[config.mk]
export PLATFORM = sky130hd
export DESIGN_NAME = acf_ctrl
export DESIGN_NICKNAME = d
export VERILOG_FILES = /design/src/shared/acf_pkg.sv /design/src/acf_ctrl.sv /design/src/acf_pick.sv /design/src/acf_sat.sv
export SDC_FILE = /design/constraint.sdc
export NUM_CORES = 1
export LEC_CHECK = 0
export ABC_AREA = 0
export CAP_MARGIN = 20
export CORE_AREA = 2 2 109 164
export DETAILED_ROUTE_END_ITERATION = 16
export DIE_AREA = 0 0 111 166
export DONT_BUFFER_PORTS = 1
export PLACE_DENSITY = 0.72
export SLEW_MARGIN = 30
export SYNTH_ARGS = -nofsm -noshare
export SYNTH_HDL_FRONTEND = slang
export SYNTH_SLANG_ARGS = --single-unit
[constraint.sdc]
create_clock -name clk_i -period 2 [get_ports clk_i]
set_input_delay 0.2 -clock clk_i [delete_from_list [all_inputs] [get_ports clk_i]]
set_output_delay 0.2 -clock clk_i [all_outputs]
set_load 0.1 [all_outputs]
[src/shared/acf_pkg.sv]
// Constants, register map and carrier types of the converter channel and result block
// How it works
// - Each result is 14 unsigned bits in a 16-bit word, top two bits zero.
// - A result word sits in two byte registers, high byte at the lower address.
// - Cell one result lives at 0x03 (high byte) and 0x04 (low byte).
// - Results clamp at zero and at full scale instead of wrapping.
// - The front end selects among six cells, two temperature inputs, the aux pin and the brick input.
// - The cell count field limits the scan to connected cells only.
// - Cell code 16383 means 6250 mV, linear in between.
// - Aux source bit chooses aux pin voltage or brick voltage for the aux result.
// - Brick voltage is its own multiplexer input, apart from the cell taps.
// - Aux reference bit chooses bandgap or five volt regulator for the aux input.
// - With the regulator reference the aux result is a ratio to the regulator.
// - Brick measurement forces the bandgap and ignores the aux reference bit.
// - Cell and brick conversions always use the bandgap.
// - Aux code 16383 means 2500 mV with the bandgap reference.
// - A temperature channel converts only when its own setup select bit is set.
package acf_pkg;

   // Converter data widths
   localparam int RESULT_BITS = 14;
   localparam int WORD_BITS   = 16;
   localparam int RAW_BITS    = 16;
   localparam int BYTE_BITS   = 8;
   localparam int MAX_CELLS   = 6;
   localparam int NUM_SLOTS   = 9;
   localparam int SLOT_W      = 4;

   // Register byte addresses
   localparam logic [7:0] ADDR_STATUS   = 8'h00;
   localparam logic [7:0] ADDR_RES_BASE = 8'h01;   // Slot 0 high byte, aux result
   localparam logic [7:0] ADDR_CELL1_HI = 8'h03;
   localparam logic [7:0] ADDR_CELL1_LO = 8'h04;
   localparam logic [7:0] ADDR_RES_LAST = 8'h12;   // Slot 8 low byte
   localparam logic [7:0] ADDR_SETUP    = 8'h30;
   localparam logic [7:0] ADDR_CONVERT  = 8'h34;
   localparam logic [7:0] ADDR_FUNC     = 8'h40;

   // Result slots: aux, cells one to six, temperature one and two
   localparam logic [SLOT_W-1:0] SLOT_AUX   = 4'h0;
   localparam logic [SLOT_W-1:0] SLOT_CELL1 = 4'h1;
   localparam logic [SLOT_W-1:0] SLOT_TS1   = 4'h7;
   localparam logic [SLOT_W-1:0] SLOT_TS2   = 4'h8;

   // Setup register fields
   localparam int SETUP_COUNT_LSB = 0;
   localparam int SETUP_COUNT_W   = 3;
   localparam int SETUP_TS1_BIT   = 4;
   localparam int SETUP_TS2_BIT   = 5;
   localparam int SETUP_AUX_BIT   = 6;
   localparam logic [7:0] SETUP_RESET = 8'h00;

   // Function configuration fields
   localparam int FUNC_SRC_BIT = 4;                // 1 selects brick voltage
   localparam int FUNC_REF_BIT = 6;                // 1 selects bandgap
   localparam logic [7:0] FUNC_RESET = 8'h00;

   // Convert and status fields
   localparam int CONV_GO_BIT    = 0;
   localparam int STAT_BUSY_BIT  = 0;
   localparam int STAT_READY_BIT = 1;

   // Scale of results in millivolts at code 16383
   localparam int FULL_SCALE_CODE = 16383;
   localparam int CELL_FULL_MV    = 6250;
   localparam int AUX_FULL_MV     = 2500;

   // Multiplexer inputs; brick is separate from the taps
   typedef enum logic [3:0] {
      MUX_CELL1, MUX_CELL2, MUX_CELL3, MUX_CELL4, MUX_CELL5, MUX_CELL6,
      MUX_TS1, MUX_TS2, MUX_AUX_PIN, MUX_BRICK
   } acf_mux_type;

   typedef enum logic {
      REF_BANDGAP, REF_REGULATOR
   } acf_ref_type;

   // Request handed to the analog converter
   typedef struct packed {
      acf_mux_type mux;
      acf_ref_type refsel;
   } acf_req_type;

endpackage : acf_pkg

[src/acf_ctrl.sv]
// Channel scan, reference choice and result registers of the measurement converter
`timescale 1ns/1ps
module acf_ctrl #(
   parameter int CELLS  = acf_pkg::MAX_CELLS,
   parameter int DATA_W = acf_pkg::RESULT_BITS,
   parameter int RAW_W  = acf_pkg::RAW_BITS
) (
   input  wire logic                     clk_i,
   input  wire logic                     rstn_i,
   // Register port
   input  wire logic [7:0]               reg_addr_i,
   input  wire logic                     reg_wr_i,
   input  wire logic [7:0]               reg_wdata_i,
   input  wire logic                     reg_rd_i,
   output logic      [7:0]               reg_rdata_o,
   // Analog converter handshake
   output acf_pkg::acf_req_type          conv_req_o,
   output logic                          conv_start_o,
   input  wire logic                     conv_done_i,
   input  wire logic signed [RAW_W-1:0]  conv_raw_i,
   // Status
   output logic                          busy_o,
   output logic                          data_ready_o
);

   localparam int N = acf_pkg::NUM_SLOTS;
   localparam int W = acf_pkg::WORD_BITS;

   if (CELLS != acf_pkg::MAX_CELLS || DATA_W > W - 2) begin : g_bad
      $error("acf_ctrl: unsupported cell count or data width");
   end

   typedef enum {ST_IDLE, ST_LAUNCH, ST_WAIT} acf_state_type;

   acf_state_type                 state_r;
   logic [7:0]                    setup_r;
   logic [7:0]                    func_r;
   logic [N-1:0]                  pend_r;
   logic [N-1:0]                  pend_nxt;
   logic [acf_pkg::SLOT_W-1:0]    slot_r;
   logic                          src_brick_r;
   logic                          ref_gap_r;
   logic [W-1:0]                  res_r [N];
   logic [W-1:0]                  sat_word;
   logic [acf_pkg::SLOT_W-1:0]    pick_idx;
   logic                          pick_any;
   logic                          go_wr;
   acf_pkg::acf_req_type          req_nxt;
   logic [2:0]                    count_f;
   logic [7:0]                    setup_lat_r;
   logic [2:0]                    count_lat;
   logic [acf_pkg::SLOT_W-1:0]    rd_slot;

   assign count_f = setup_r[acf_pkg::SETUP_COUNT_LSB +: acf_pkg::SETUP_COUNT_W];
   assign go_wr   = reg_wr_i && (reg_addr_i == acf_pkg::ADDR_CONVERT)
                    && reg_wdata_i[acf_pkg::CONV_GO_BIT];
   assign count_lat = setup_lat_r[acf_pkg::SETUP_COUNT_LSB +: acf_pkg::SETUP_COUNT_W];
   // Result slot of a read; the high byte sits at the odd address of each pair
   assign rd_slot   = acf_pkg::SLOT_W'((reg_addr_i - acf_pkg::ADDR_RES_BASE) >> 1);

   // Scan mask built at start; unused taps are skipped so the pass ends sooner
   always_comb begin
      pend_nxt = '0;
      pend_nxt[acf_pkg::SLOT_AUX] = setup_r[acf_pkg::SETUP_AUX_BIT];
      for (int c = 0; c < CELLS; c++) begin
         pend_nxt[int'(acf_pkg::SLOT_CELL1) + c] = (3'(c) <= count_f);
      end
      pend_nxt[acf_pkg::SLOT_TS1] = setup_r[acf_pkg::SETUP_TS1_BIT];
      pend_nxt[acf_pkg::SLOT_TS2] = setup_r[acf_pkg::SETUP_TS2_BIT];
   end

   acf_pick #(
      .N     (N),
      .IDX_W (acf_pkg::SLOT_W)
   ) u_pick (
      .mask_i (pend_r),
      .idx_o  (pick_idx),
      .any_o  (pick_any)
   );

   acf_sat #(
      .RAW_W  (RAW_W),
      .DATA_W (DATA_W)
   ) u_sat (
      .raw_i  (conv_raw_i),
      .word_o (sat_word)
   );

   // Mux input and reference for the picked slot
   always_comb begin
      req_nxt.mux    = acf_pkg::MUX_CELL1;
      req_nxt.refsel = acf_pkg::REF_BANDGAP;
      unique case (pick_idx)
         acf_pkg::SLOT_AUX: begin
            if (src_brick_r) begin
               req_nxt.mux    = acf_pkg::MUX_BRICK;
               req_nxt.refsel = acf_pkg::REF_BANDGAP;
            end else begin
               req_nxt.mux    = acf_pkg::MUX_AUX_PIN;
               req_nxt.refsel = ref_gap_r ? acf_pkg::REF_BANDGAP
                                          : acf_pkg::REF_REGULATOR;
            end
         end
         acf_pkg::SLOT_TS1: begin
            req_nxt.mux    = acf_pkg::MUX_TS1;
            req_nxt.refsel = acf_pkg::REF_REGULATOR;
         end
         acf_pkg::SLOT_TS2: begin
            req_nxt.mux    = acf_pkg::MUX_TS2;
            req_nxt.refsel = acf_pkg::REF_REGULATOR;
         end
         default: begin
            // Cell taps; slots above the map cannot be picked
            req_nxt.mux = acf_pkg::acf_mux_type'(4'(pick_idx - acf_pkg::SLOT_CELL1));
         end
      endcase
   end

   // Configuration registers written by software
   always_ff @(posedge clk_i or negedge rstn_i) begin
      if (!rstn_i) begin
         setup_r <= acf_pkg::SETUP_RESET;
         func_r  <= acf_pkg::FUNC_RESET;
      end else if (reg_wr_i) begin
         if (reg_addr_i == acf_pkg::ADDR_SETUP) begin
            setup_r <= reg_wdata_i;
         end
         if (reg_addr_i == acf_pkg::ADDR_FUNC) begin
            func_r <= reg_wdata_i;
         end
      end
   end

   // Scan sequencer; settings are latched at start so a mid-pass write cannot mix modes
   always_ff @(posedge clk_i or negedge rstn_i) begin
      if (!rstn_i) begin
         state_r      <= ST_IDLE;
         pend_r       <= '0;
         slot_r       <= '0;
         src_brick_r  <= 1'b0;
         ref_gap_r    <= 1'b0;
         setup_lat_r  <= acf_pkg::SETUP_RESET;
         conv_start_o <= 1'b0;
         conv_req_o   <= '0;
         busy_o       <= 1'b0;
      end else begin
         conv_start_o <= 1'b0;
         unique case (state_r)
            ST_IDLE: begin
               if (go_wr) begin
                  pend_r      <= pend_nxt;
                  setup_lat_r <= setup_r;
                  src_brick_r <= func_r[acf_pkg::FUNC_SRC_BIT];
                  ref_gap_r   <= func_r[acf_pkg::FUNC_REF_BIT];
                  busy_o      <= 1'b1;
                  state_r     <= ST_LAUNCH;
               end
            end
            ST_LAUNCH: begin
               if (pick_any) begin
                  slot_r       <= pick_idx;
                  conv_req_o   <= req_nxt;
                  conv_start_o <= 1'b1;
                  state_r      <= ST_WAIT;
               end else begin
                  busy_o  <= 1'b0;
                  state_r <= ST_IDLE;
               end
            end
            ST_WAIT: begin
               if (conv_done_i) begin
                  pend_r[slot_r] <= 1'b0;
                  state_r        <= ST_LAUNCH;
               end
            end
         endcase
      end
   end

   // Data ready: set the cycle after the last word is stored, cleared by the next start
   always_ff @(posedge clk_i or negedge rstn_i) begin
      if (!rstn_i) begin
         data_ready_o <= 1'b0;
      end else if (state_r == ST_LAUNCH && !pick_any) begin
         data_ready_o <= 1'b1;
      end else if (state_r == ST_IDLE && go_wr) begin
         data_ready_o <= 1'b0;
      end
   end

   // Whole word written at once at conversion end; byte reads are not latched, so a pair read may span two conversions
   always_ff @(posedge clk_i or negedge rstn_i) begin
      if (!rstn_i) begin
         for (int s = 0; s < N; s++) begin
            res_r[s] <= '0;
         end
      end else if (state_r == ST_WAIT && conv_done_i) begin
         res_r[slot_r] <= sat_word;
      end
   end

   // Read port: one cycle latency, unmapped reads return zero
   always_ff @(posedge clk_i or negedge rstn_i) begin
      if (!rstn_i) begin
         reg_rdata_o <= 8'h00;
      end else if (reg_rd_i) begin
         if (reg_addr_i >= acf_pkg::ADDR_RES_BASE && reg_addr_i <= acf_pkg::ADDR_RES_LAST) begin
            // High byte at the lower address of each pair
            if (reg_addr_i[0]) begin
               reg_rdata_o <= res_r[rd_slot][15:8];
            end else begin
               reg_rdata_o <= res_r[rd_slot][7:0];
            end
         end else if (reg_addr_i == acf_pkg::ADDR_STATUS) begin
            reg_rdata_o <= {6'h00, data_ready_o, busy_o};
         end else if (reg_addr_i == acf_pkg::ADDR_SETUP) begin
            reg_rdata_o <= setup_r;
         end else if (reg_addr_i == acf_pkg::ADDR_FUNC) begin
            reg_rdata_o <= func_r;
         end else if (reg_addr_i == acf_pkg::ADDR_CONVERT) begin
            reg_rdata_o <= {7'h00, busy_o};       // Go bit self-clears at end of pass
         end else begin
            reg_rdata_o <= 8'h00;
         end
      end
   end
endmodule // acf_ctrl

[src/acf_pick.sv]
// Finds the lowest pending slot in a request mask
`timescale 1ns/1ps
module acf_pick #(
   parameter int N     = acf_pkg::NUM_SLOTS,
   parameter int IDX_W = acf_pkg::SLOT_W
) (
   input  wire logic [N-1:0]     mask_i,
   output logic      [IDX_W-1:0] idx_o,
   output logic                  any_o
);

   logic [N:0]       seen;
   logic [IDX_W-1:0] part [N+1];

   if (N > (1 << IDX_W)) begin : g_bad
      $error("acf_pick: index too narrow");
   end

   assign seen[0] = 1'b0;
   assign part[0] = '0;

   // Priority chain, lowest bit wins
   for (genvar i = 0; i < N; i++) begin : g_bit
      assign seen[i+1] = seen[i] | mask_i[i];
      assign part[i+1] = part[i] | ((mask_i[i] && !seen[i]) ? IDX_W'(i) : '0);
   end

   assign idx_o = part[N];
   assign any_o = seen[N];

endmodule // acf_pick

[src/acf_sat.sv]
// Clamps a signed trimmed converter value to the unsigned result range
`timescale 1ns/1ps
module acf_sat #(
   parameter int RAW_W  = acf_pkg::RAW_BITS,
   parameter int DATA_W = acf_pkg::RESULT_BITS
) (
   input  wire logic signed [RAW_W-1:0]           raw_i,
   output logic             [acf_pkg::WORD_BITS-1:0] word_o
);

   localparam logic signed [RAW_W-1:0] TOP = RAW_W'((1 << DATA_W) - 1);

   // Refuse widths the clamp cannot serve
   if (RAW_W <= DATA_W || DATA_W >= acf_pkg::WORD_BITS) begin : g_bad
      $error("acf_sat: raw width must exceed data width");
   end

   // Offset may push either way; clamp rather than wrap
   always_comb begin
      if (raw_i < 0) begin
         word_o = '0;
      end else if (raw_i > TOP) begin
         word_o = acf_pkg::WORD_BITS'(TOP);
      end else begin
         word_o = acf_pkg::WORD_BITS'(raw_i[DATA_W-1:0]);
      end
   end

endmodule // acf_sat
Yosys cells after proc, flatten, opt, wreduce, memory -nomap -nowiden
Cells that the tools add are included.
{"block": "totals", "elab_cells": 152, "out_inout_bits": 16, "input_bits": 37, "register_bits": 223}
{"block": "classes", "reduce_logical": 40, "n_lt_le_gt_ge": 15, "add_sub_neg": 2, "n_bitwise": 19, "muxes": 42, "eq_ne": 12}
{"op": "$bwmux W144", "count": 1}
{"op": "$pmux W32 S3", "count": 1}
{"op": "$bmux W16 S4", "count": 1}
{"op": "$demux W16 S4", "count": 1}
{"op": "$eq A32 B2 Y1 const B", "count": 2}
{"op": "$logic_not A32 Y1", "count": 2}
{"op": "$mux W16", "count": 4}
{"op": "$mux W32", "count": 2}
{"op": "$mux W8", "count": 5}
{"op": "$eq A32 B1 Y1 const B", "count": 1}
{"op": "$eq A32 B3 Y1 const B", "count": 1}
{"op": "$or A4 B4 Y4", "count": 6}
{"op": "$mux W9", "count": 2}
{"op": "$pmux W9 S2", "count": 1}
{"op": "$eq A8 B6 Y1 const B", "count": 2}
{"op": "$gt A16 B15 Y1 const B", "count": 1}
{"op": "$logic_and A1 B1 Y1", "count": 16}
{"op": "$lt A16 B1 Y1 const B", "count": 1}
{"op": "$mux W14", "count": 1}
{"op": "$mux W3", "count": 4}
{"op": "$pmux W4 S3", "count": 1}
{"op": "$ge A5 B5 Y1 const B", "count": 2}
{"op": "$mux W1", "count": 10}
{"op": "$not A4 Y5", "count": 2}
{"op": "29 further kinds", "count": 60}

Longest topological paths before layout
Gate-level depths: netlist of run 1.
{"block": "depth", "word_depth": 14, "depth_mapped": 11}

Hierarchy
From an unflattened synthesis of run 1, not the netlist that was laid out.
{"block": "hier_totals", "cells_unflattened": 714, "hier_area_um2": 9266.4}
{"module": "acf_ctrl", "cells_each": 680, "area_each_um2": 8993.6, "instances": 1}
{"module": "acf_sat", "cells_each": 19, "area_each_um2": 175.2, "instances": 1}
{"module": "acf_pick", "cells_each": 15, "area_each_um2": 97.6, "instances": 1}

Worst setup path before layout of run 1
OpenSTA, ideal clock, no wires.
{"block": "synth_path", "path_type": "input -> register", "from": "in reg_addr_i[0]", "to": "reg reg_rdata_o[0]", "cell_stages": 9, "path_slack_ns": -0.486, "required_time_ns": 1.876, "arrival_time_ns": 2.362, "cell_sequence": "clkbuf_1 -> inv_1 -> ha_1 -> buf_2 -> buf_2 -> mux4_2 -> o21ai_0 -> a21oi_1 -> o31a_1"}
{"block": "synth_between", "elab_chain_cells": 7}
{"element": "start: declaration", "line": "acf_ctrl.sv:11", "text": "input wire logic [7:0] reg_addr_i,"}
{"element": "$sub A5 B1 Y5", "line": "acf_ctrl.sv:59", "text": "assign rd_slot = acf_pkg::SLOT_W'((reg_addr_i - acf_pkg::ADDR_RES_BASE) >> 1);"}
{"element": "$not A4 Y5 (not written as such)", "line": "acf_ctrl.sv:210, acf_ctrl.sv:212"}
{"element": "$bmux W16 S4", "line": "acf_ctrl.sv:210, acf_ctrl.sv:212"}
{"element": "$mux W16 (not written as such) (2 in a row)", "line": "acf_ctrl.sv:212", "text": "reg_rdata_o <= res_r[rd_slot][7:0];"}
{"element": "$mux W8", "line": "acf_ctrl.sv:209", "text": "if (reg_addr_i[0]) begin"}
{"element": "$mux W8 (*)", "line": "acf_ctrl.sv:207", "text": "if (reg_addr_i >= acf_pkg::ADDR_RES_BASE && reg_addr_i <= acf_pkg::ADDR_RES_LAST) begin"}
{"element": "end signal: assignment", "line": "acf_ctrl.sv:210", "text": "reg_rdata_o <= res_r[rd_slot][15:8];"}
{"element": "end signal: assignment", "line": "acf_ctrl.sv:212"}
{"element": "end signal: assignment", "line": "acf_ctrl.sv:215", "text": "reg_rdata_o <= {6'h00, data_ready_o, busy_o};"}
{"element": "end: declaration", "line": "acf_ctrl.sv:15", "text": "output logic [7:0] reg_rdata_o,"}
Every way passes the cells marked *; elsewhere a longest branch is shown, timed or not. The select of a mux whose other input is x is not followed.
A chain may end at the register's enable or synchronous reset.

Worst setup path in the final report of run 1
{"block": "layout_path", "from": "reg pend_r[3]", "to": "reg conv_req_o[2] (netlist name)"}
{"block": "layout_between", "elab_chain_cells": 11}
{"element": "start: declaration", "line": "acf_ctrl.sv:38", "text": "logic [N-1:0] pend_r;"}
{"element": "start signal: assignment", "line": "acf_ctrl.sv:151", "text": "pend_r <= pend_nxt;"}
{"element": "$or A1 B1 Y1", "line": "acf_pick.sv:24", "text": "assign seen[i+1] = seen[i] | mask_i[i];"}
{"element": "$or A1 B1 Y1 or $logic_not A1 Y1 (tied branches)", "line": "acf_pick.sv:24, acf_pick.sv:25"}
{"element": "$logic_not A1 Y1 (tied with other cells)", "line": "acf_pick.sv:25", "text": "assign part[i+1] = part[i] | ((mask_i[i] && !seen[i]) ? IDX_W'(i) : '0);"}
{"element": "$logic_and A1 B1 Y1 (tied with other cells)", "line": "acf_pick.sv:25"}
{"element": "$mux W3 (tied with other cells)", "line": "acf_pick.sv:25"}
{"element": "$or A4 B4 Y4 (tied with other cells) (2 in a row)", "line": "acf_pick.sv:25"}
{"element": "$or A4 B3 Y4 or $mux W4 (tied branches)", "line": "acf_pick.sv:25"}
{"element": "$or A4 B4 Y4", "line": "acf_pick.sv:25"}
{"element": "$sub A4 B1 Y4 (tied with other cells)", "line": "acf_ctrl.sv:114", "text": "req_nxt.mux = acf_pkg::acf_mux_type'(4'(pick_idx - acf_pkg::SLOT_CELL1));"}
{"element": "$pmux W4 S3", "line": "acf_ctrl.sv:93", "text": "unique case (pick_idx)"}
{"element": "end signal: assignment", "line": "acf_ctrl.sv:162", "text": "conv_req_o <= req_nxt;"}
{"element": "end: declaration", "line": "acf_ctrl.sv:17", "text": "output acf_pkg::acf_req_type conv_req_o,"}
Several ways; a longest one is shown, not always the timed one.

==> impl_metrics.ini, run 1 <==
[synth]
synth_fp_nets = 821
postSynthRegisterBits = 175
synthMuxAreaShare = 0.145
post_synth_instance_area_um2 = 8230
synth_compound_gate_area_share = 0.130
synth_sequential_area_ratio = 0.532
synth_cell_types = 60
synthCells = 779
synth-main-ff-cell = sky130_fd_sc_hd__dfrtp_1
xor_xnor_cell_area_share_of_the_yosys_netlist = 0.00653
ys_async_sr_fraction = 1.00
synth-warning-count = 0
synth-simple-area-share = 0.148
post_synth.cell_area_avg_um2 = 10.6
synth_adder_area_share = 0.00760
count_of_flip_flops_with_a_built_in_enable_after_synthesis = 0
largest_family_of_logic_cells_by_synthesized_area = simple AND/OR/NAND/NOR gates

[floorplan]
core.rowCount = 59
io_pins = 53
die_h_um = 166
floorplan.initialDensity = 0.483
die_area_um2 = 18400
die-width_um = 111
core_area_um2 = 17100

[clocking]
cts_tree = done
htreeDepth = 4
clk_path_buf_depth = 2
clock_sinks = 175
postCtsHoldBufs = 10
cts_buffers = 17
clk_pin_slew_ns = 0.07
cell_at_the_root_of_the_clock_tree = sky130_fd_sc_hd__clkbuf_16
clock_insertion_delay_at_the_later_pin_of_the_skew_report_ns = 0.43

[drt]
via_per_inst = 5.78
first_pass_iters = 5
drt-total-wl_um = 20300
post_drt_wl_per_cell_um = 19.2
remaining_drc_errors = 0
ant_nets = 0
via_total_after_detailed_routing = 6108
drt_iter0_markers = 541

[power]
worst_ir_drop_vdd_mv = 0.561
static-leakage-power_nw = 4.44
pwr_density_cell_nw_per_um2 = 775

[worst_setup_path]
r2r_setup_slack_ns = 0.11
cp_slowest_stage_delay_ns = 0.57
criticalPathCategory = flop to flop
worst-path-buf-inv = 1
cp-start-kind = flop
data_arrival_time_at_the_worst_slack_endpoint_ns = 2.26
setup.worst_path.end_class = flop
worst_reg_to_reg_cells = 6
worstReg2RegEnd = conv_req_o[2]
cp_data_required_time_ns = 2.37
crit_path_cell_trace = or4_1, buf_4, o21ai_1, nor3b_1, a21oi_1, nand2_1
timing.critical_path.fanout_max = 5
critPathSlowestCell = sky130_fd_sc_hd__or4_1
reg2reg_start = pend_r[3]
critical-path-top-delay-family = simple AND/OR/NAND/NOR gates

[global_route]
grt_usage = 0.227
maximum_number_of_pins_on_one_net_before_global_route_repair = 176
global_route.overflow_total = 0
global_route_wire_length_before_repair_um = 33300
grt_pass1_vias = 6273
initial_antenna_violation_count = 0

[placement]
routabilityCongestion = 0.926
port_buffers = 0
dpl_cell_area_um2 = 8920
detailed_place_hpwl_um = 14200

[timing]
timing_worst_slew_pin_value_ns = 0.551
setup_viol_count_final = 0
period_minus_slack_ns = 1.89
min_period_over_period = 0.947
final_slew_viol_count = 0
hold-worst-slack_ns = -0.536
setup-tns-final_ns = 0
maxSlewHeadroom = 0.630
finClkSkew_ns = 0.0145
finalHoldViolCount = 175
rsz0062_at_grt = yes
achievable_clock_frequency_ghz = 0.528

[final_layout]
final_cell_mix = sky130_fd_sc_hd__dfrtp_1 (174), sky130_fd_sc_hd__nand2_1 (146), sky130_fd_sc_hd__o21ai_1 (93)
fin_nets = 872
antenna-diode-count = 0
syn_to_final_growth_pct = 17.0
multiInputGateArea_um2 = 3650
n_fill_cell = 1418
final_layout_size_suffix_gt1_frac = 0.187
seq_area_um2 = 4380
most_common_cell_after_layout_fill_and_taps_aside = sky130_fd_sc_hd__dfrtp_1
final_design_area_no_fill_um2 = 9630

[outcome]
run_status = complete, but fails checks
violations = negative hold slack

[hold_path]
holdCritPathClass = input port to async pin

[flow_run]
drv_cap = 0
worst max path at each step:
stage                      to  depth (start not counted)           from
6_report        conv_req_o[2]                          6      pend_r[3]
5_1_grt         conv_req_o[1]                          8      pend_r[5]
4_1_cts             slot_r[0]                          6      pend_r[3]
3_5_place_dp   reg_rdata_o[6]                          9  reg_addr_i[1]
3_3_place_gp   reg_rdata_o[7]                          9  reg_addr_i[1]
2_1_floorplan  reg_rdata_o[6]                          9  reg_addr_i[0]
logic make-up after synthesis:
| kind of cell | Yosys count |
|---|---|
| buffers and inverters | 60 |
| adders and majority gates | 5 |
| DFF | 175 |
| AOI/OAI and AO/OA | 186 |
| xor gates and xnor gates | 4 |
| and+or+nand+nor | 271 |
| muxes | 78 |
per-layer routing:
layer  vias up  global-route usage  share of wire
li1       2862                   -              -
met1      3035               0.283           0.42
met2       174               0.399           0.51
met3        37              0.0401          0.043
met4         0              0.0810          0.024
met5         -                   0              0
synthesized netlist by cell type, types with 2 or more instances:
| cell type | n | area (µm²) |
|---|---|---|
| sky130_fd_sc_hd__o21ai_0 | 32 | 160 |
| sky130_fd_sc_hd__buf_4 | 5 | 37.5 |
| sky130_fd_sc_hd__nand2_2 | 2 | 12.5 |
| sky130_fd_sc_hd__mux4_2 | 28 | 631 |
| sky130_fd_sc_hd__a22o_1 | 2 | 17.5 |
| sky130_fd_sc_hd__a2111oi_0 | 3 | 26.3 |
| sky130_fd_sc_hd__o21ai_1 | 93 | 465 |
| sky130_fd_sc_hd__a22oi_1 | 9 | 67.6 |
| sky130_fd_sc_hd__nand2b_1 | 4 | 25.0 |
| sky130_fd_sc_hd__nand2_1 | 146 | 548 |
| sky130_fd_sc_hd__a21o_1 | 2 | 15.0 |
| sky130_fd_sc_hd__a21oi_1 | 12 | 60.1 |
| sky130_fd_sc_hd__nand3_1 | 10 | 50.1 |
| sky130_fd_sc_hd__inv_1 | 9 | 33.8 |
| sky130_fd_sc_hd__a211oi_1 | 5 | 37.5 |
| sky130_fd_sc_hd__nor4_1 | 5 | 31.3 |
| sky130_fd_sc_hd__nor3_1 | 8 | 40.0 |
| sky130_fd_sc_hd__nor2b_1 | 10 | 62.6 |
| sky130_fd_sc_hd__mux2_1 | 36 | 405 |
| sky130_fd_sc_hd__ha_1 | 5 | 62.6 |
| sky130_fd_sc_hd__nor2_1 | 53 | 199 |
| sky130_fd_sc_hd__mux2_2 | 11 | 124 |
| sky130_fd_sc_hd__or2_0 | 14 | 87.6 |
| sky130_fd_sc_hd__dfrtp_1 | 175 | 4380 |
| sky130_fd_sc_hd__o211ai_1 | 4 | 30.0 |
| sky130_fd_sc_hd__xnor2_1 | 2 | 17.5 |
| sky130_fd_sc_hd__o21a_1 | 3 | 22.5 |
| sky130_fd_sc_hd__or4_1 | 2 | 15.0 |
| sky130_fd_sc_hd__or3_1 | 4 | 25.0 |
| sky130_fd_sc_hd__o31ai_1 | 4 | 30.0 |
| sky130_fd_sc_hd__a31oi_1 | 5 | 31.3 |
| sky130_fd_sc_hd__and3_1 | 3 | 18.8 |
| sky130_fd_sc_hd__buf_2 | 11 | 55.1 |
| sky130_fd_sc_hd__o221ai_1 | 2 | 17.5 |
| sky130_fd_sc_hd__inv_2 | 2 | 7.51 |
| sky130_fd_sc_hd__clkbuf_1 | 32 | 120 |
| sky130_fd_sc_hd__mux2i_1 | 3 | 30.0 |
report_power, final:
group          switching (mW)  internal (mW)  total (mW)
Clock                    1.44           1.73        3.17
Combinational           0.389          0.276       0.665
Sequential             0.0454           3.59        3.64
Total                    1.87           5.59        7.47
repair_timing:
item,4_1_cts,5_1_grt
hold endpoints to repair,198,175
setup buffers,0,1
gates resized for setup,0,7
endpoints found under the setup margin,0,9
per-stage QoR:
step / power [mW] / utilization / setup slack, ns / std cells
6_report: 7.47 / 0.565 / 0.107 / 1056
5_1_grt: 7.72 / 0.565 / -0.00544 / 1056
4_1_cts: 7.51 / 0.562 / 0.0459 / 1055
3_5_place_dp: 4.34 / 0.523 / -0.177 / 1013
3_3_place_gp: 4.33 / 0.523 / -0.114 / 1013
2_1_floorplan: 4.16 / - / -0.146 / 779
area by class of cell:
cell class,count,area share
clock buffers,21,0.0488
clock inverters,11,0.0100
inverters,11,0.00507
multi-input cells,544,0.379
flip-flops and latches,175,0.455
well taps,213,0.0277
repair buffers,81,0.0748
state kept, by name, indices dropped and copies added, names as in the netlist, 2 cells and up:
signal and count:
conv_req_o 5, func_r 8, pend_r 9, reg_rdata_o 8
res_r 126, setup_r 8, slot_r 4, state_r 2
Power figures use the tool's default switching activity.
==> run 2, diff against run 1 <==
PLACE_DENSITY = 0.69   (was 0.72)
clock period = 2.1 ns   (was 2 ns; I/O delays follow)
==> impl_metrics.ini, run 2 (synthesis results as in run 1) <==
[outcome]
run_status = complete, but fails checks
violations = negative hold slack

[timing]
setup-tns-final_ns = 0
setup_viol_count_final = 0
finClkSkew_ns = 0.0157
hold-worst-slack_ns = -0.544
final_slew_viol_count = 0
maxSlewHeadroom = 0.607
finalHoldViolCount = 175
min_period_over_period = 0.946
achievable_clock_frequency_ghz = 0.503
period_minus_slack_ns = 1.99
timing_worst_slew_pin_value_ns = 0.574

[clocking]
htreeDepth = 4
cts_buffers = 17
cell_at_the_root_of_the_clock_tree = sky130_fd_sc_hd__clkbuf_16
clk_path_buf_depth = 2
cts_tree = done
clk_pin_slew_ns = 0.08
clock_sinks = 175
postCtsHoldBufs = 10
post-cts-setup-buffers = 0
clock_insertion_delay_at_the_later_pin_of_the_skew_report_ns = 0.45

[final_layout]
reg.largest.list = res_r x126, pend_r x9
final_cells = 1047
most_common_cell_after_layout_fill_and_taps_aside = sky130_fd_sc_hd__dfrtp_1
antenna-diode-count = 0
fin_nets = 863
registers.top_by_ff_count = res_r
final_layout_size_suffix_gt1_frac = 0.177
final_design_area_no_fill_um2 = 9580
number_of_flip_flops_under_the_largest_register_name = 126
n_fill_cell = 1424
syn_to_final_growth_pct = 16.3
final_cell_mix = sky130_fd_sc_hd__dfrtp_1 (175), sky130_fd_sc_hd__nand2_1 (146), sky130_fd_sc_hd__o21ai_1 (93)

[drt]
first_pass_iters = 5
ant_nets = 0
remaining_drc_errors = 0
post_drt_wl_per_cell_um = 19.4
via_per_inst = 5.85
drt-total-wl_um = 20300
drt_iter0_markers = 565
via_total_after_detailed_routing = 6127

[global_route]
grt_busiest_layer = met2
gr_met3_demand_resource = 0.0496
grt_pass1_vias = 6441
global_route.overflow_total = 0
initial_antenna_violation_count = 0
met2_global_route_usage = 0.412
maximum_number_of_pins_on_one_net_before_global_route_repair = 176
global_route_wire_length_before_repair_um = 33500
grt_usage = 0.232
fraction_of_met1_tracks_used_by_global_routing = 0.280

[hold_path]
holdCritPathClass = input port to async pin

[placement]
port_buffers = 0
dpl_cell_area_um2 = 8850
detailed_place_hpwl_um = 14600
post-place-cells = 1005
routabilityCongestion = 0.893

[worst_setup_path]
criticalPathCategory = flop to flop
worst_reg_to_reg_cells = 5
crit_path_cell_trace = or4_1, nor4b_1, nand2b_2, a21o_1, o211ai_1
cp-start-kind = flop
data_arrival_time_at_the_worst_slack_endpoint_ns = 2.30
timing.critical_path.fanout_max = 9
cp_data_required_time_ns = 2.41
cp_slowest_stage_delay_ns = 0.54
setup.worst_path.end_class = flop
critPathSlowestCell = sky130_fd_sc_hd__or4_1

[floorplan]
floorplan.initialDensity = 0.483
die_h_um = 166
core.rowCount = 59
die-width_um = 111
core_area_um2 = 17100
die_area_um2 = 18400
io_pins = 53

[power]
power_frac_seq = 0.476
total_power_mw = 7.27
pwr_density_cell_nw_per_um2 = 759
netSwitchingFraction = 0.272
p_int_mw = 5.29
pwr-share-comb = 0.085
worst_ir_drop_vdd_mv = 0.645
static-leakage-power_nw = 4.39
clockPowerShare = 0.439
power.net_switching_mw = 1.98

[flow_run]
drv_cap = 0
## run 2: metrics by stage
step / util / setup slack (ns)
after floorplan: - / -0.0563
after global placement: 0.519 / -0.108
after detailed placement: 0.519 / -0.177
after CTS: 0.561 / 0.0570
after global routing: 0.562 / -0.0156
final: 0.562 / 0.113
## run 2: power groups by stage
stage	Sequential, mW	Combinational (mW)	Clock [mW]
after floorplan	3.62	0.340	0
after global placement	3.52	0.584	0
after detailed placement	3.52	0.594	0
after CTS	3.46	0.615	3.22
after global routing	3.46	0.665	3.37
final	3.46	0.618	3.19
## run 2: final timing paths
check	endpoint	from	slack, ns
max	conv_req_o[3]	pend_r[0]	0.11
min	pend_r[5]	rstn_i	-0.54
max reg2reg	conv_req_o[3]	pend_r[0]	0.11
min reg2reg	res_r[25]	res_r[25]	0.49
max in group asynchronous	res_r[18]	rstn_i	2.37
min in group clk_i	reg_rdata_o[5]	reg_rd_i	0.01
## run 2: critical path, delay by kind of cell (launching register included)
family / cells / cell delay [ns]
simple gates: 3 / 1.19
compound gates: 2 / 0.28
flops: 1 / 0.39
## run 2: cell type report
| type | instances | area (µm²) | area share |
|---|---|---|---|
| clock buffer | 17 | 425 | 0.0444 |
| clock inverter | 15 | 188 | 0.0196 |
| inverter | 11 | 48.8 | 0.00509 |
| multi-input combinational | 544 | 3630 | 0.379 |
| sequential | 175 | 4380 | 0.457 |
| tap | 213 | 267 | 0.0278 |
| timing repair buffer | 72 | 641 | 0.0669 |
## run 2: metal layers
layer | routed length (µm) | up-vias
met3 | 914 | 32
met4 | 409 | 0
met2 | 10900 | 184
met1 | 8140 | 3056
met5 | 0 | -
li1 | - | 2855
## run 2: what timing repair did
action,CTS,global route
resized for setup,0,4
endpoints found under the hold margin,198,175
setup endpoints to repair,0,10
==> run 3, diff against run 2 <==
PLACE_DENSITY = 0.72   (was 0.69)
clock period = 1.6 ns   (was 2.1 ns; I/O delays follow)
==> impl_metrics.ini, run 3 (synthesis results as in run 1) <==
[outcome]
run_status = complete, but fails checks
violations = negative hold slack, negative setup slack

[final_layout]
registers.top_by_ff_count = res_r
most_common_cell_after_layout_fill_and_taps_aside = sky130_fd_sc_hd__dfrtp_1
number_of_flip_flops_under_the_largest_register_name = 126
final_cells = 1147
antenna-diode-count = 0
syn_to_final_growth_pct = 48.0
final_cell_mix = sky130_fd_sc_hd__dfrtp_1 (170), sky130_fd_sc_hd__buf_4 (109), sky130_fd_sc_hd__o21ai_2 (73)
utilization = 0.715
reg.largest.list = res_r x126, pend_r x9
fin_nets = 963
final_layout_size_suffix_gt1_frac = 0.540

[floorplan]
die_h_um = 166
die-width_um = 111
io_pins = 53
core.rowCount = 59
floorplan.initialDensity = 0.483
die_area_um2 = 18400
core_area_um2 = 17100

[drt]
first_pass_iters = 6
post_drt_wl_per_cell_um = 28.0
drt-total-wl_um = 32100
via_total_after_detailed_routing = 7699
ant_nets = 0
drt_iter0_markers = 1061
via_per_inst = 6.71
remaining_drc_errors = 0

[placement]
post-place-cells = 1053
detailed_place_hpwl_um = 15100
port_buffers = 0
routabilityCongestion = 0.859
place_worst_setup_slack_ns = -0.572

[clocking]
clock_insertion_delay_at_the_later_pin_of_the_skew_report_ns = 0.45
clk_pin_slew_ns = 0.08
cell_at_the_root_of_the_clock_tree = sky130_fd_sc_hd__clkbuf_16
clk_path_buf_depth = 2
clock_sinks = 175
cts_tree = done
postCtsHoldBufs = 12
cts_buffers = 17
htreeDepth = 4

[timing]
setup-tns-final_ns = -20.96
final_slew_viol_count = 0
finClkSkew_ns = 0.0139
rsz0062_at_grt = yes
finalHoldViolCount = 175
period_minus_slack_ns = 1.96
hold-worst-slack_ns = -0.593
timing_worst_slew_pin_value_ns = 0.952
maxSlewHeadroom = 0.361
min_period_over_period = 1.22
setup_viol_count_final = 154
achievable_clock_frequency_ghz = 0.511
post-route-worst-setup-slack_ns = -0.358

[worst_setup_path]
data_arrival_time_at_the_worst_slack_endpoint_ns = 2.31
timing.critical_path.fanout_max = 7
cp-start-kind = flop
criticalPathCategory = flop to flop
r2r_setup_slack_ns = -0.36
cp_data_required_time_ns = 1.95
setup.worst_path.end_class = flop

[power]
static-leakage-power_nw = 5.44
worst_ir_drop_vdd_mv = 0.814
pwr_density_cell_nw_per_um2 = 825

[global_route]
initial_antenna_violation_count = 0
global_route_wire_length_before_repair_um = 39100
maximum_number_of_pins_on_one_net_before_global_route_repair = 176
global_route.overflow_total = 0
grt_pass1_vias = 7162
grt_usage = 0.273

[hold_path]
holdCritPathClass = input port to async pin

[flow_run]
drv_cap = 0
run 3: final timing paths:
path                          startpoint              to  depth (start not counted)
max in group asynchronous         rstn_i       pend_r[1]                          0
min in group clk_i         reg_addr_i[0]  reg_rdata_o[1]                          3
setup / recovery               pend_r[1]       slot_r[0]                          6
hold reg to reg            conv_req_o[1]   conv_req_o[1]                          2
setup reg to reg               pend_r[1]       slot_r[0]                          6
hold / removal                    rstn_i   conv_req_o[1]                          0
run 3: worst max-delay path, stage by stage, from the launching register on:
cell,delay [ns]
sky130_fd_sc_hd__dfrtp_2,0.46
sky130_fd_sc_hd__or4_4,0.58
sky130_fd_sc_hd__nor4b_4,0.30
sky130_fd_sc_hd__nand2b_4,0.23
sky130_fd_sc_hd__buf_6,0.14
sky130_fd_sc_hd__nand2_1,0.06
sky130_fd_sc_hd__o21ai_1,0.10
run 3: what timing repair did:
action,4_1_cts,5_1_grt
endpoints found under the setup margin,131,150
cloned,8,12
endpoints found under the hold margin,200,175
setup buffers,11,24
resized for setup,107,251
pin swaps,32,83
run 3: routing by layer:
layer	track usage	share of wire
met5	0	0
met4	0.149	0.10
met3	0.0544	0.083
met2	0.468	0.49
met1	0.323	0.33
run 3: cell type report:
class | count | area, µm²
multi-input cells | 544 | 4990
fillers | 933 | 4860
flip-flops and latches | 175 | 4390
repair buffers | 172 | 1890
clock buffers | 18 | 439
well taps | 213 | 267
clock inverters | 14 | 165
inverters | 11 | 51.3
run 3: where the power goes:
part	internal (mW)	switching [mW]
clock network	2.28	2.06
registers	4.49	0.0738
logic	0.509	0.649
total	7.27	2.78
run 3: metrics by stage:
stage,total power [mW],cell area [µm²]
6_report,10.1,12200
5_1_grt,10.3,12200
4_1_cts,9.79,10800
3_5_place_dp,5.51,9520
3_3_place_gp,5.49,9520
2_1_floorplan,5.24,8630
